[src/inc/cii_defines.svh]
`ifndef CII_DEFINES_SVH
`define CII_DEFINES_SVH

// register byte offsets
`define CII_OFS_DEV_INIT      8'h00
`define CII_OFS_CMP_LOAD      8'h04
`define CII_OFS_STATUS_PORT_THREE       8'h08
`define CII_OFS_IN_STATUS     8'h0c
`define CII_OFS_IRQ_STATUS    8'h10
`define CII_OFS_IRQ_MASK      8'h14
`define CII_OFS_COUNTER       8'h18

// field positions
`define CII_BIT_OUT_TYPE      0
`define CII_BIT_CMP_FLAG      0
`define CII_BIT_ST3_TYPE      1
`define CII_BIT_EV_DEV        0
`define CII_BIT_EV_IN         1

// widths and reset values
`define CII_N_INPUTS          4
`define CII_N_EVENTS          2
`define CII_RST_THRESHOLD     32'h0000_0000
`define CII_RST_MASK          2'h0
`define CII_RESP_OKAY         2'h0
`define CII_RESP_SLVERR       2'h2

`endif

[src/inc/cii_pkg.sv]
package cii_pkg;
	typedef logic [31:0] cii_word_t;
	typedef logic [1:0]  cii_resp_t;
	typedef logic [3:0]  cii_strb_t;
endpackage

[src/inc/cii_dev_if.sv]
`timescale 1ns/1ps
`default_nettype none
// carries threshold, mode and status-read strobe between top and compare unit
interface cii_dev_if;
	import cii_pkg::*;
	cii_word_t threshold;
	logic      out_type;
	cii_word_t counter;
	logic      st3_read;
	logic      flag;
	modport ctl (output threshold, output out_type, output counter, output st3_read,
	             input flag);
	modport cmp (input threshold, input out_type, input counter, input st3_read,
	             output flag);
endinterface
`default_nettype wire

[src/cii_in_sync.sv]
`timescale 1ns/1ps
`default_nettype none
`include "cii_defines.svh"
// three-stage pin synchroniser with on-edge detection for active-low inputs
module cii_in_sync
	import cii_pkg::*;
(
	input  wire logic                      mclk,
	input  wire logic                      resetn,
	input  wire logic [`CII_N_INPUTS-1:0] general_input_line_n,
	output logic      [`CII_N_INPUTS-1:0] on_pulse
);
	logic [`CII_N_INPUTS-1:0] s1_r;
	logic [`CII_N_INPUTS-1:0] s2_r;
	logic [`CII_N_INPUTS-1:0] s3_r;
	logic [`CII_N_INPUTS-1:0] lvl_r;
	wire  [`CII_N_INPUTS-1:0] agree;
	wire  [`CII_N_INPUTS-1:0] lvl_nxt;

	// s1 only feeds s2; a change counts once s2 and s3 agree
	assign agree   = ~(s2_r ^ s3_r);
	assign lvl_nxt = (agree & s3_r) | (~agree & lvl_r);

	// pins idle high (off); reset to that so no false edge appears
	always_ff @(posedge mclk) begin
		if (!resetn) begin
			s1_r  <= '1;
			s2_r  <= '1;
			s3_r  <= '1;
			lvl_r <= '1;
		end else begin
			s1_r  <= general_input_line_n;
			s2_r  <= s1_r;
			s3_r  <= s2_r;
			lvl_r <= lvl_nxt;
		end
	end

	// high-to-low transition means the input turned on
	assign on_pulse = lvl_r & ~lvl_nxt;
endmodule
`default_nettype wire

[src/cii_dev_cmp.sv]
`timescale 1ns/1ps
`default_nettype none
// deviation compare: latched or through-output interrupt source
module cii_dev_cmp
	import cii_pkg::*;
(
	input  wire logic mclk,
	input  wire logic resetn,
	cii_dev_if.cmp    dif
);
	logic flag_r;
	logic match_r;
	wire  match;
	wire  hit;
	wire  flag_nxt;

	// match registered once so the rising edge marks reaching the threshold
	assign match    = (dif.counter == dif.threshold);
	assign hit      = match & ~match_r;
	// latched: set on reaching wins over a status read clear
	// through: follows the match, reads have no effect
	assign flag_nxt = dif.out_type ? match :
	                  (hit | (flag_r & ~dif.st3_read));

	always_ff @(posedge mclk) begin
		if (!resetn) begin
			flag_r  <= 1'b0;
			match_r <= 1'b0;
		end else begin
			flag_r  <= flag_nxt;
			match_r <= match;
		end
	end

	assign dif.flag = flag_r;
endmodule
`default_nettype wire

[src/cii_irq_top.sv]
// The AXI4-Lite slave port and the register offsets were left to the implementer.
`timescale 1ns/1ps
`default_nettype none
`include "cii_defines.svh"
// How it works
// - writing the initialise command with the output-type bit at 1 selects through-output.
// - the compare load command stores the deviation interrupt threshold.
// - the active-low deviation interrupt asserts when the counter reaches the threshold.
// - in through-output mode the interrupt stays asserted while the counter matches.
// - in through-output mode it releases once the counter stops matching, no read needed.
// - each input source has its own status flag set and cleared with the input request.
// - the input request asserts after a monitored input turns on.
// - the input request stays latched until the input status port is read; a write to it has no effect.
// - reading the input status port clears the input request and its flags.
// - in latched mode the deviation interrupt holds until status port three is read.
module cii_irq_top
	import cii_pkg::*;
(
	input  wire logic                      mclk,
	input  wire logic                      resetn,
	// axi4-lite slave
	input  wire logic [7:0]                s_axi_awaddr,
	input  wire logic                      s_axi_awvalid,
	output logic                           s_axi_awready,
	input  wire logic [31:0]               s_axi_wdata,
	input  wire logic [3:0]                s_axi_wstrb,
	input  wire logic                      s_axi_wvalid,
	output logic                           s_axi_wready,
	output logic [1:0]                     s_axi_bresp,
	output logic                           s_axi_bvalid,
	input  wire logic                      s_axi_bready,
	input  wire logic [7:0]                s_axi_araddr,
	input  wire logic                      s_axi_arvalid,
	output logic                           s_axi_arready,
	output logic [31:0]                    s_axi_rdata,
	output logic [1:0]                     s_axi_rresp,
	output logic                           s_axi_rvalid,
	input  wire logic                      s_axi_rready,
	// position deviation counter value, same clock domain
	input  wire logic [31:0]               position_deviation_counter,
	// active-low general inputs from the pins
	input  wire logic [`CII_N_INPUTS-1:0] general_input_line_n,
	// interrupt outputs
	output logic                           deviation_irq_n,
	output logic                           input_event_irq,
	output logic                           irq
);

	// ------------------------------------------------------------
	// functions
	// ------------------------------------------------------------

	// byte-lane merge of a write into an existing word
	function automatic cii_word_t merge_bytes(input cii_word_t old_v,
	                                          input cii_word_t new_v,
	                                          input cii_strb_t strb);
		cii_word_t res;
		res = old_v;
		for (int i = 0; i < 4; i++) begin
			if (strb[i]) begin
				res[i*8 +: 8] = new_v[i*8 +: 8];
			end
		end
		return res;
	endfunction

	// true when an address names one of the mapped registers
	function automatic logic addr_mapped(input logic [7:0] a);
		return (a == `CII_OFS_DEV_INIT)   || (a == `CII_OFS_CMP_LOAD) ||
		       (a == `CII_OFS_STATUS_PORT_THREE)    || (a == `CII_OFS_IN_STATUS) ||
		       (a == `CII_OFS_IRQ_STATUS) || (a == `CII_OFS_IRQ_MASK) ||
		       (a == `CII_OFS_COUNTER);
	endfunction

	// ------------------------------------------------------------
	// declarations
	// ------------------------------------------------------------

	logic [7:0]                awaddr_r;
	logic                      aw_hold_r;
	cii_word_t                 wdata_r;
	cii_strb_t                 wstrb_r;
	logic                      w_hold_r;
	logic                      bvalid_r;
	cii_resp_t                 bresp_r;
	logic                      rvalid_r;
	cii_word_t                 rdata_r;
	cii_resp_t                 rresp_r;

	cii_word_t                 threshold_r;
	logic                      out_type_r;
	logic [`CII_N_INPUTS-1:0] in_flag_r;
	logic [`CII_N_INPUTS-1:0] in_flag_nxt;
	logic [`CII_N_EVENTS-1:0] ev_status_r;
	logic [`CII_N_EVENTS-1:0] ev_status_nxt;
	logic [`CII_N_EVENTS-1:0] ev_mask_r;
	logic                      dev_flag_d_r;
	logic                      in_irq_d_r;

	wire                       aw_hs;
	wire                       w_hs;
	wire                       ar_hs;
	wire                       do_write;
	wire                       wr_mapped;
	wire                       rd_mapped;
	wire                       wr_dev_init;
	wire                       wr_cmp_load;
	wire                       wr_irq_status;
	wire                       wr_irq_mask;
	wire                       rd_status_port_three;
	wire                       rd_in_status;
	wire [`CII_N_INPUTS-1:0]  in_on;
	wire                       dev_rise;
	wire                       in_rise;
	wire [`CII_N_EVENTS-1:0]  ev_set;
	wire [`CII_N_EVENTS-1:0]  ev_clr;
	cii_word_t                 rd_mux;

	cii_dev_if dif ();

	// ------------------------------------------------------------
	// axi4-lite handshakes
	// ------------------------------------------------------------

	// address and data are taken in either order; a channel stops
	// accepting once it holds an item or a response is pending
	assign s_axi_awready = ~aw_hold_r & ~bvalid_r;
	assign s_axi_wready  = ~w_hold_r & ~bvalid_r;
	assign s_axi_arready = ~rvalid_r;
	assign aw_hs         = s_axi_awvalid & s_axi_awready;
	assign w_hs          = s_axi_wvalid & s_axi_wready;
	assign ar_hs         = s_axi_arvalid & s_axi_arready;
	assign do_write      = aw_hold_r & w_hold_r & ~bvalid_r;

	assign s_axi_bvalid  = bvalid_r;
	assign s_axi_bresp   = bresp_r;
	assign s_axi_rvalid  = rvalid_r;
	assign s_axi_rdata   = rdata_r;
	assign s_axi_rresp   = rresp_r;

	// write address and data capture
	always_ff @(posedge mclk) begin
		if (!resetn) begin
			aw_hold_r <= 1'b0;
			awaddr_r  <= 8'h00;
		end else if (aw_hs) begin
			aw_hold_r <= 1'b1;
			awaddr_r  <= s_axi_awaddr;
		end else if (do_write) begin
			aw_hold_r <= 1'b0;
		end
	end

	always_ff @(posedge mclk) begin
		if (!resetn) begin
			w_hold_r <= 1'b0;
			wdata_r  <= 32'h0000_0000;
			wstrb_r  <= 4'h0;
		end else if (w_hs) begin
			w_hold_r <= 1'b1;
			wdata_r  <= s_axi_wdata;
			wstrb_r  <= s_axi_wstrb;
		end else if (do_write) begin
			w_hold_r <= 1'b0;
		end
	end

	// write response, raised on the same edge that performs the write
	always_ff @(posedge mclk) begin
		if (!resetn) begin
			bvalid_r <= 1'b0;
			bresp_r  <= `CII_RESP_OKAY;
		end else if (do_write) begin
			bvalid_r <= 1'b1;
			bresp_r  <= wr_mapped ? `CII_RESP_OKAY : `CII_RESP_SLVERR;
		end else if (s_axi_bready) begin
			bvalid_r <= 1'b0;
		end
	end

	// ------------------------------------------------------------
	// address decode
	// ------------------------------------------------------------

	// read-only ports ignore writes but still answer okay
	assign wr_mapped     = addr_mapped(awaddr_r);
	assign rd_mapped     = addr_mapped(s_axi_araddr);
	assign wr_dev_init   = do_write & (awaddr_r == `CII_OFS_DEV_INIT);
	assign wr_cmp_load   = do_write & (awaddr_r == `CII_OFS_CMP_LOAD);
	assign wr_irq_status = do_write & (awaddr_r == `CII_OFS_IRQ_STATUS);
	assign wr_irq_mask   = do_write & (awaddr_r == `CII_OFS_IRQ_MASK);
	// side-effect reads act on the address handshake edge
	assign rd_status_port_three    = ar_hs & (s_axi_araddr == `CII_OFS_STATUS_PORT_THREE);
	assign rd_in_status  = ar_hs & (s_axi_araddr == `CII_OFS_IN_STATUS);

	// ------------------------------------------------------------
	// command registers
	// ------------------------------------------------------------

	// initialise command sets the deviation output type
	always_ff @(posedge mclk) begin
		if (!resetn) begin
			out_type_r <= 1'b0;
		end else if (wr_dev_init && wstrb_r[0]) begin
			out_type_r <= wdata_r[`CII_BIT_OUT_TYPE];
		end
	end

	// compare load command stores the threshold, byte lanes honoured
	always_ff @(posedge mclk) begin
		if (!resetn) begin
			threshold_r <= `CII_RST_THRESHOLD;
		end else if (wr_cmp_load) begin
			threshold_r <= merge_bytes(threshold_r, wdata_r, wstrb_r);
		end
	end

	// ------------------------------------------------------------
	// deviation compare unit
	// ------------------------------------------------------------

	assign dif.threshold = threshold_r;
	assign dif.out_type  = out_type_r;
	assign dif.counter   = position_deviation_counter;
	assign dif.st3_read  = rd_status_port_three;

	cii_dev_cmp u_dev_cmp (
		.mclk   (mclk),
		.resetn (resetn),
		.dif    (dif)
	);

	// active-low pin view of the compare flag
	assign deviation_irq_n = ~dif.flag;

	// ------------------------------------------------------------
	// general input events
	// ------------------------------------------------------------

	cii_in_sync u_in_sync (
		.mclk                 (mclk),
		.resetn               (resetn),
		.general_input_line_n (general_input_line_n),
		.on_pulse             (in_on)
	);

	// a new turn-on in the same cycle as the read survives the clear
	assign in_flag_nxt = in_on | (in_flag_r & {`CII_N_INPUTS{~rd_in_status}});

	// per-source flags, latched until the status port is read
	always_ff @(posedge mclk) begin
		if (!resetn) begin
			in_flag_r <= '0;
		end else begin
			in_flag_r <= in_flag_nxt;
		end
	end

	// shared request is the or of its flags, so both move together
	assign input_event_irq = |in_flag_r;

	// ------------------------------------------------------------
	// interrupt status and mask
	// ------------------------------------------------------------

	// events are rising edges of the two requests
	assign dev_rise = dif.flag & ~dev_flag_d_r;
	assign in_rise  = input_event_irq & ~in_irq_d_r;

	assign ev_set[`CII_BIT_EV_DEV] = dev_rise;
	assign ev_set[`CII_BIT_EV_IN]  = in_rise;
	assign ev_clr = wr_irq_status & wstrb_r[0] ?
	                wdata_r[`CII_N_EVENTS-1:0] : '0;
	// set wins over a write-one clear in the same cycle
	assign ev_status_nxt = ev_set | (ev_status_r & ~ev_clr);

	always_ff @(posedge mclk) begin
		if (!resetn) begin
			dev_flag_d_r <= 1'b0;
			in_irq_d_r   <= 1'b0;
			ev_status_r  <= '0;
		end else begin
			dev_flag_d_r <= dif.flag;
			in_irq_d_r   <= input_event_irq;
			ev_status_r  <= ev_status_nxt;
		end
	end

	// mask register, a one enables the matching status bit
	always_ff @(posedge mclk) begin
		if (!resetn) begin
			ev_mask_r <= `CII_RST_MASK;
		end else if (wr_irq_mask && wstrb_r[0]) begin
			ev_mask_r <= wdata_r[`CII_N_EVENTS-1:0];
		end
	end

	assign irq = |(ev_status_r & ev_mask_r);

	// ------------------------------------------------------------
	// read path
	// ------------------------------------------------------------

	// read data mux; unused bits read as zero
	always_comb begin
		rd_mux = 32'h0000_0000;
		case (s_axi_araddr)
			`CII_OFS_DEV_INIT: begin
				rd_mux[`CII_BIT_OUT_TYPE] = out_type_r;
			end
			`CII_OFS_CMP_LOAD: begin
				rd_mux = threshold_r;
			end
			`CII_OFS_STATUS_PORT_THREE: begin
				rd_mux[`CII_BIT_CMP_FLAG] = dif.flag;
				rd_mux[`CII_BIT_ST3_TYPE] = out_type_r;
			end
			`CII_OFS_IN_STATUS: begin
				rd_mux[`CII_N_INPUTS-1:0] = in_flag_r;
			end
			`CII_OFS_IRQ_STATUS: begin
				rd_mux[`CII_N_EVENTS-1:0] = ev_status_r;
			end
			`CII_OFS_IRQ_MASK: begin
				rd_mux[`CII_N_EVENTS-1:0] = ev_mask_r;
			end
			`CII_OFS_COUNTER: begin
				rd_mux = position_deviation_counter;
			end
			default: begin
				rd_mux = 32'h0000_0000;
			end
		endcase
	end

	// data are captured with the address, so a clearing read returns
	// the flags as they stood before the clear
	always_ff @(posedge mclk) begin
		if (!resetn) begin
			rvalid_r <= 1'b0;
			rdata_r  <= 32'h0000_0000;
			rresp_r  <= `CII_RESP_OKAY;
		end else if (ar_hs) begin
			rvalid_r <= 1'b1;
			rdata_r  <= rd_mux;
			rresp_r  <= rd_mapped ? `CII_RESP_OKAY : `CII_RESP_SLVERR;
		end else if (s_axi_rready) begin
			rvalid_r <= 1'b0;
		end
	end

endmodule
`default_nettype wire

[config.mk]
export PLATFORM = sky130hd
export DESIGN_NAME = cii_irq_top
export DESIGN_NICKNAME = d
export VERILOG_FILES = /design/src/inc/cii_pkg.sv /design/src/inc/cii_dev_if.sv /design/src/cii_in_sync.sv /design/src/cii_dev_cmp.sv /design/src/cii_irq_top.sv
export VERILOG_INCLUDE_DIRS = /design/src /design/src/inc
export SDC_FILE = /design/constraint.sdc
export NUM_CORES = 1
export LEC_CHECK = 0
export BUFFER_PORTS_ARGS = -buffer_cell sky130_fd_sc_hd__buf_4
export CORE_UTILIZATION = 45
export CTS_CLUSTER_DIAMETER = 100
export DETAILED_ROUTE_END_ITERATION = 16
export PLACE_DENSITY = 0.78
export SLEW_MARGIN = 20
export SYNTH_ARGS = -nofsm -noshare
export SYNTH_HDL_FRONTEND = slang
export SYNTH_SLANG_ARGS = --single-unit
[constraint.sdc]
create_clock -name mclk -period 2.7 [get_ports mclk]
set_clock_uncertainty 0.05 [all_clocks]
set_input_delay 0.27 -clock mclk [delete_from_list [all_inputs] [get_ports mclk]]
set_output_delay 0.27 -clock mclk [all_outputs]
set_load 0.02 [all_outputs]
==> Flow_metrics.wiki <==
{| class="wikitable"
! Metric !! Value
|-
| Pin count of the biggest net entering global routing || between 100 and 150
|-
| CTS max path bufs || 2
|-
| Post-layout net count || about 930
|-
| Share of final-layout standard cells stronger than drive strength 1 || between 20% and 30%
|-
| Largest cells by area after synthesis || dfxtp_1, nand2_1, a21boi_0
|-
| Worst hold path depth || 2
|-
| Highest achievable clock rate || approximately 0.45 GHz
|-
| Number of cells on the worst reg-to-reg path || 5
|-
| Average footprint of a synthesized cell || about 8.6 sq um
|-
| Number of placed cells counting well taps || between 900 and 1000
|-
| Global placer's final weighted congestion || ~0.80
|-
| Input/output buffers || 136
|-
| Clock tree sinks || 143
|-
| DPL Wire Length || roughly 11 mm
|-
| Worst endpoint data arrival time || 2530 ps
|-
| Prevailing post-synth register cell || dfxtp_1
|-
| Outcome || finished clean
|-
| X dimension of the die || approximately 120 um
|-
| Worst path required time || about 3000 ps
|-
| Gate Count Post-Synth || 715
|-
| Synthesis-stage register bit count || ~140
|-
| Type of the worst min-delay path || in -> reg
|-
| Endpoint type of the worst setup path || register
|-
| Antenna viol nets, final || 0
|-
| Maximum capacitance violations || 0
|-
| Final Hold Fails || 0
|-
| PwrDens || about 620 nW/um^2
|-
| CTS tree || yes
|-
| Cell type contributing the most total cell area after synthesis || dfxtp_1
|-
| Diodes inserted || 0
|-
| Share of the synthesized area in the top cell type || a little under half
|-
| Fin crit share || between 80% and 90%
|-
| Number of detailed-routing iterations run before antenna repair || 5
|-
| Clock Pin Slew Worst Setup and Hold Paths || 60 ps
|-
| Number of antenna violations at the first check in global routing || 0
|-
| # rows || between 40 and 50
|-
| Largest fanout of any net on the critical path || 16
|-
| Share of the yosys chip area belonging to registers || about 47%
|-
| Clock period minus worst slack || 2230 ps
|-
| Skew-Pair Late Insertion Delay || 420 ps
|-
| Number of synthesis warnings || 0
|-
| Sum of routed wire length over all layers || ~15 mm
|-
| Number of I/O pins || approximately 140
|-
| Number of vias per cell after detailed routing || ~5.2
|-
| Post-cts gate resize count || 0
|-
| Number of buffers added by the clock tree synthesis step || 17
|-
| Worst hold slack after final layout || between 30 and 40 ps
|-
| Count of final setup violators || 0
|-
| Total power after layout || slightly below 0.005 W
|-
| Unique masters post-synth || 45
|-
| Post-route setup TNS || 0 ps
|-
| Area enclosed by the die boundary || 14100 sq um
|-
| Area Growth Syn to Fin || 27.3%
|-
| Total setup buffers inserted after CTS || 0
|-
| Startpoint class of the critical path || register
|-
| Max-slew violation total from the final report || 0
|-
| Async SR Flop Fraction || 0%
|-
| Number of enable-type register cells in the synthesized netlist || 0
|-
| Overall routing resource usage || roughly 22%
|-
| Wire length of the first global-routing pass || approximately 25 mm
|-
| DRC || 0
|-
| P_leak || 3.09 nW
|-
| CTS Root Cell || clkbuf_16
|-
| Netlist Area Pre-Place || around 6000 sq um
|-
| Worst setup path category || reg -> reg
|-
| Iteration-0 DRC count of the detailed router || approximately 490
|-
| Peak ir drop on the vdd network || about 0.45 mV
|-
| Routed WL per cell || roughly 15 um
|-
| Via count of the first global-routing pass || ~5000
|-
| Overall overflow remaining after global route || 0
|-
| Share of the core filled with cells in the final layout || between 50% and 60%
|-
| Initial Utilization || a little under half
|-
| Die Y || about 120 um
|-
| Unrepaired setup endpoints after global routing || false
|-
| Relative max-transition margin || 58.9%
|-
| Core Box Area || between 10000 and 15000 sq um
|-
| Number of cells in the finished layout apart from fillers || 1021
|-
| Tightest Pin Transition || about 620 ps
|-
| Vias || between 5000 and 6000
|-
| H-tree levels || 4
|}
## cells in the final DEF (no fill, tap or decap), types with 20 or more instances in the layout
cell / count
o21ai_0: 40
xor2_1: 20
o21ai_1: 25
a21boi_0: 49
nand2_1: 154
and2_1: 32
buf_4: 143
dfxtp_1: 143
a22oi_1: 33
nand3_1: 30
## layout make-up
class                   count  area (sq um)
fillers                  1224          5460
inverters                   9          33.8
well taps                 176           220
multi-input cells         513          3010
clock buffers              20           457
flip-flops and latches    143          2860
repair buffers            148          1130
clock inverters            12           114
## registers in the layout, summed over array words and instances, names as in the netlist, 2 cells and up
name	count
s_axi_rdata	32
wstrb_r	4
u_in_sync.lvl_r	4
dif.threshold	32
awaddr_r	8
u_in_sync.s3_r	4
ev_mask_r	2
in_flag_r	4
wdata_r	32
u_in_sync.s2_r	4
ev_status_r	2
u_in_sync.s1_r	4
## where the power goes
| part | leakage (nW) | internal [W] | total, W | switching [W] |
|---|---|---|---|---|
| registers | 1.16 | 0.00217 | 0.00222 | 0.0000461 |
| logic | 1.66 | 0.000190 | 0.000405 | 0.000215 |
| clock network | 0.268 | 0.00132 | 0.00221 | 0.000896 |
| total | 3.09 | 0.00368 | 0.00483 | 0.00116 |
## path summary, 6_finish.rpt
kind / end / from / slack (ps)
max: dif.threshold[29] / awaddr_r[0] / 470
min: s_axi_rvalid / s_axi_arvalid / 40
max reg2reg: dif.threshold[29] / awaddr_r[0] / 470
min reg2reg: u_in_sync.s2_r[2] / u_in_sync.s1_r[2] / 360
## kinds of logic (layout without fill, tap and decap cells)
family	Yosys count	count (layout)	share of synthesized area (%)
mux	9	9	1.69
xor+xnor	32	32	4.55
other cells	1	2	0.0609
flops	143	143	46.5
buf+inv	60	189	4.76
compound gates	170	170	18.2
simple gates	300	300	24.2
## cell usage after synthesis (2+ instances only)
cell type,number
o21ai_0,40
a21boi_0,49
nor3_1,2
o21ai_1,25
o21a_1,2
a22oi_1,33
nand4_1,6
nand3_1,30
mux2i_1,7
nand3b_1,2
nand3_2,8
nor4_1,8
nor2b_1,11
xor2_1,20
and2_1,32
clkbuf_1,29
or4_4,2
buf_6,4
buf_2,12
nand2b_1,17
o21ai_2,8
inv_1,9
a21oi_1,5
buf_4,6
and4_1,5
nor2_1,17
dfxtp_1,143
xnor2_1,12
nand2_1,154
a222oi_1,2
## routing by layer
layer | track usage, % | share of wire (%)
met5 | 0 | 0
met4 | 7.67 | 1.7
met3 | 5.41 | 5.7
met2 | 31.9 | 43
met1 | 32.1 | 49
## repair_timing
item | 4_1_cts | 5_1_grt
hold endpoints to repair | 4 | 0
setup endpoints to repair | 0 | 0
hold buffers | 4 | 0
## worst max-delay path, stage by stage (launching register included)
cell,delay (ps)
dfxtp_1,310
or4_4,550
nor3_2,320
and4_1,670
nand3_1,170
o21ai_1,100
## metrics by stage
stage | worst slack (ps) | area (sq um)
6_report | 473 | 7840
4_1_cts | 466 | 7840
3_3_place_gp | 581 | 7220
2_1_floorplan | 891 | 6160
3_5_place_dp | 472 | 7220
5_1_grt | 287 | 7840
Power figures use the tool's default switching activity.
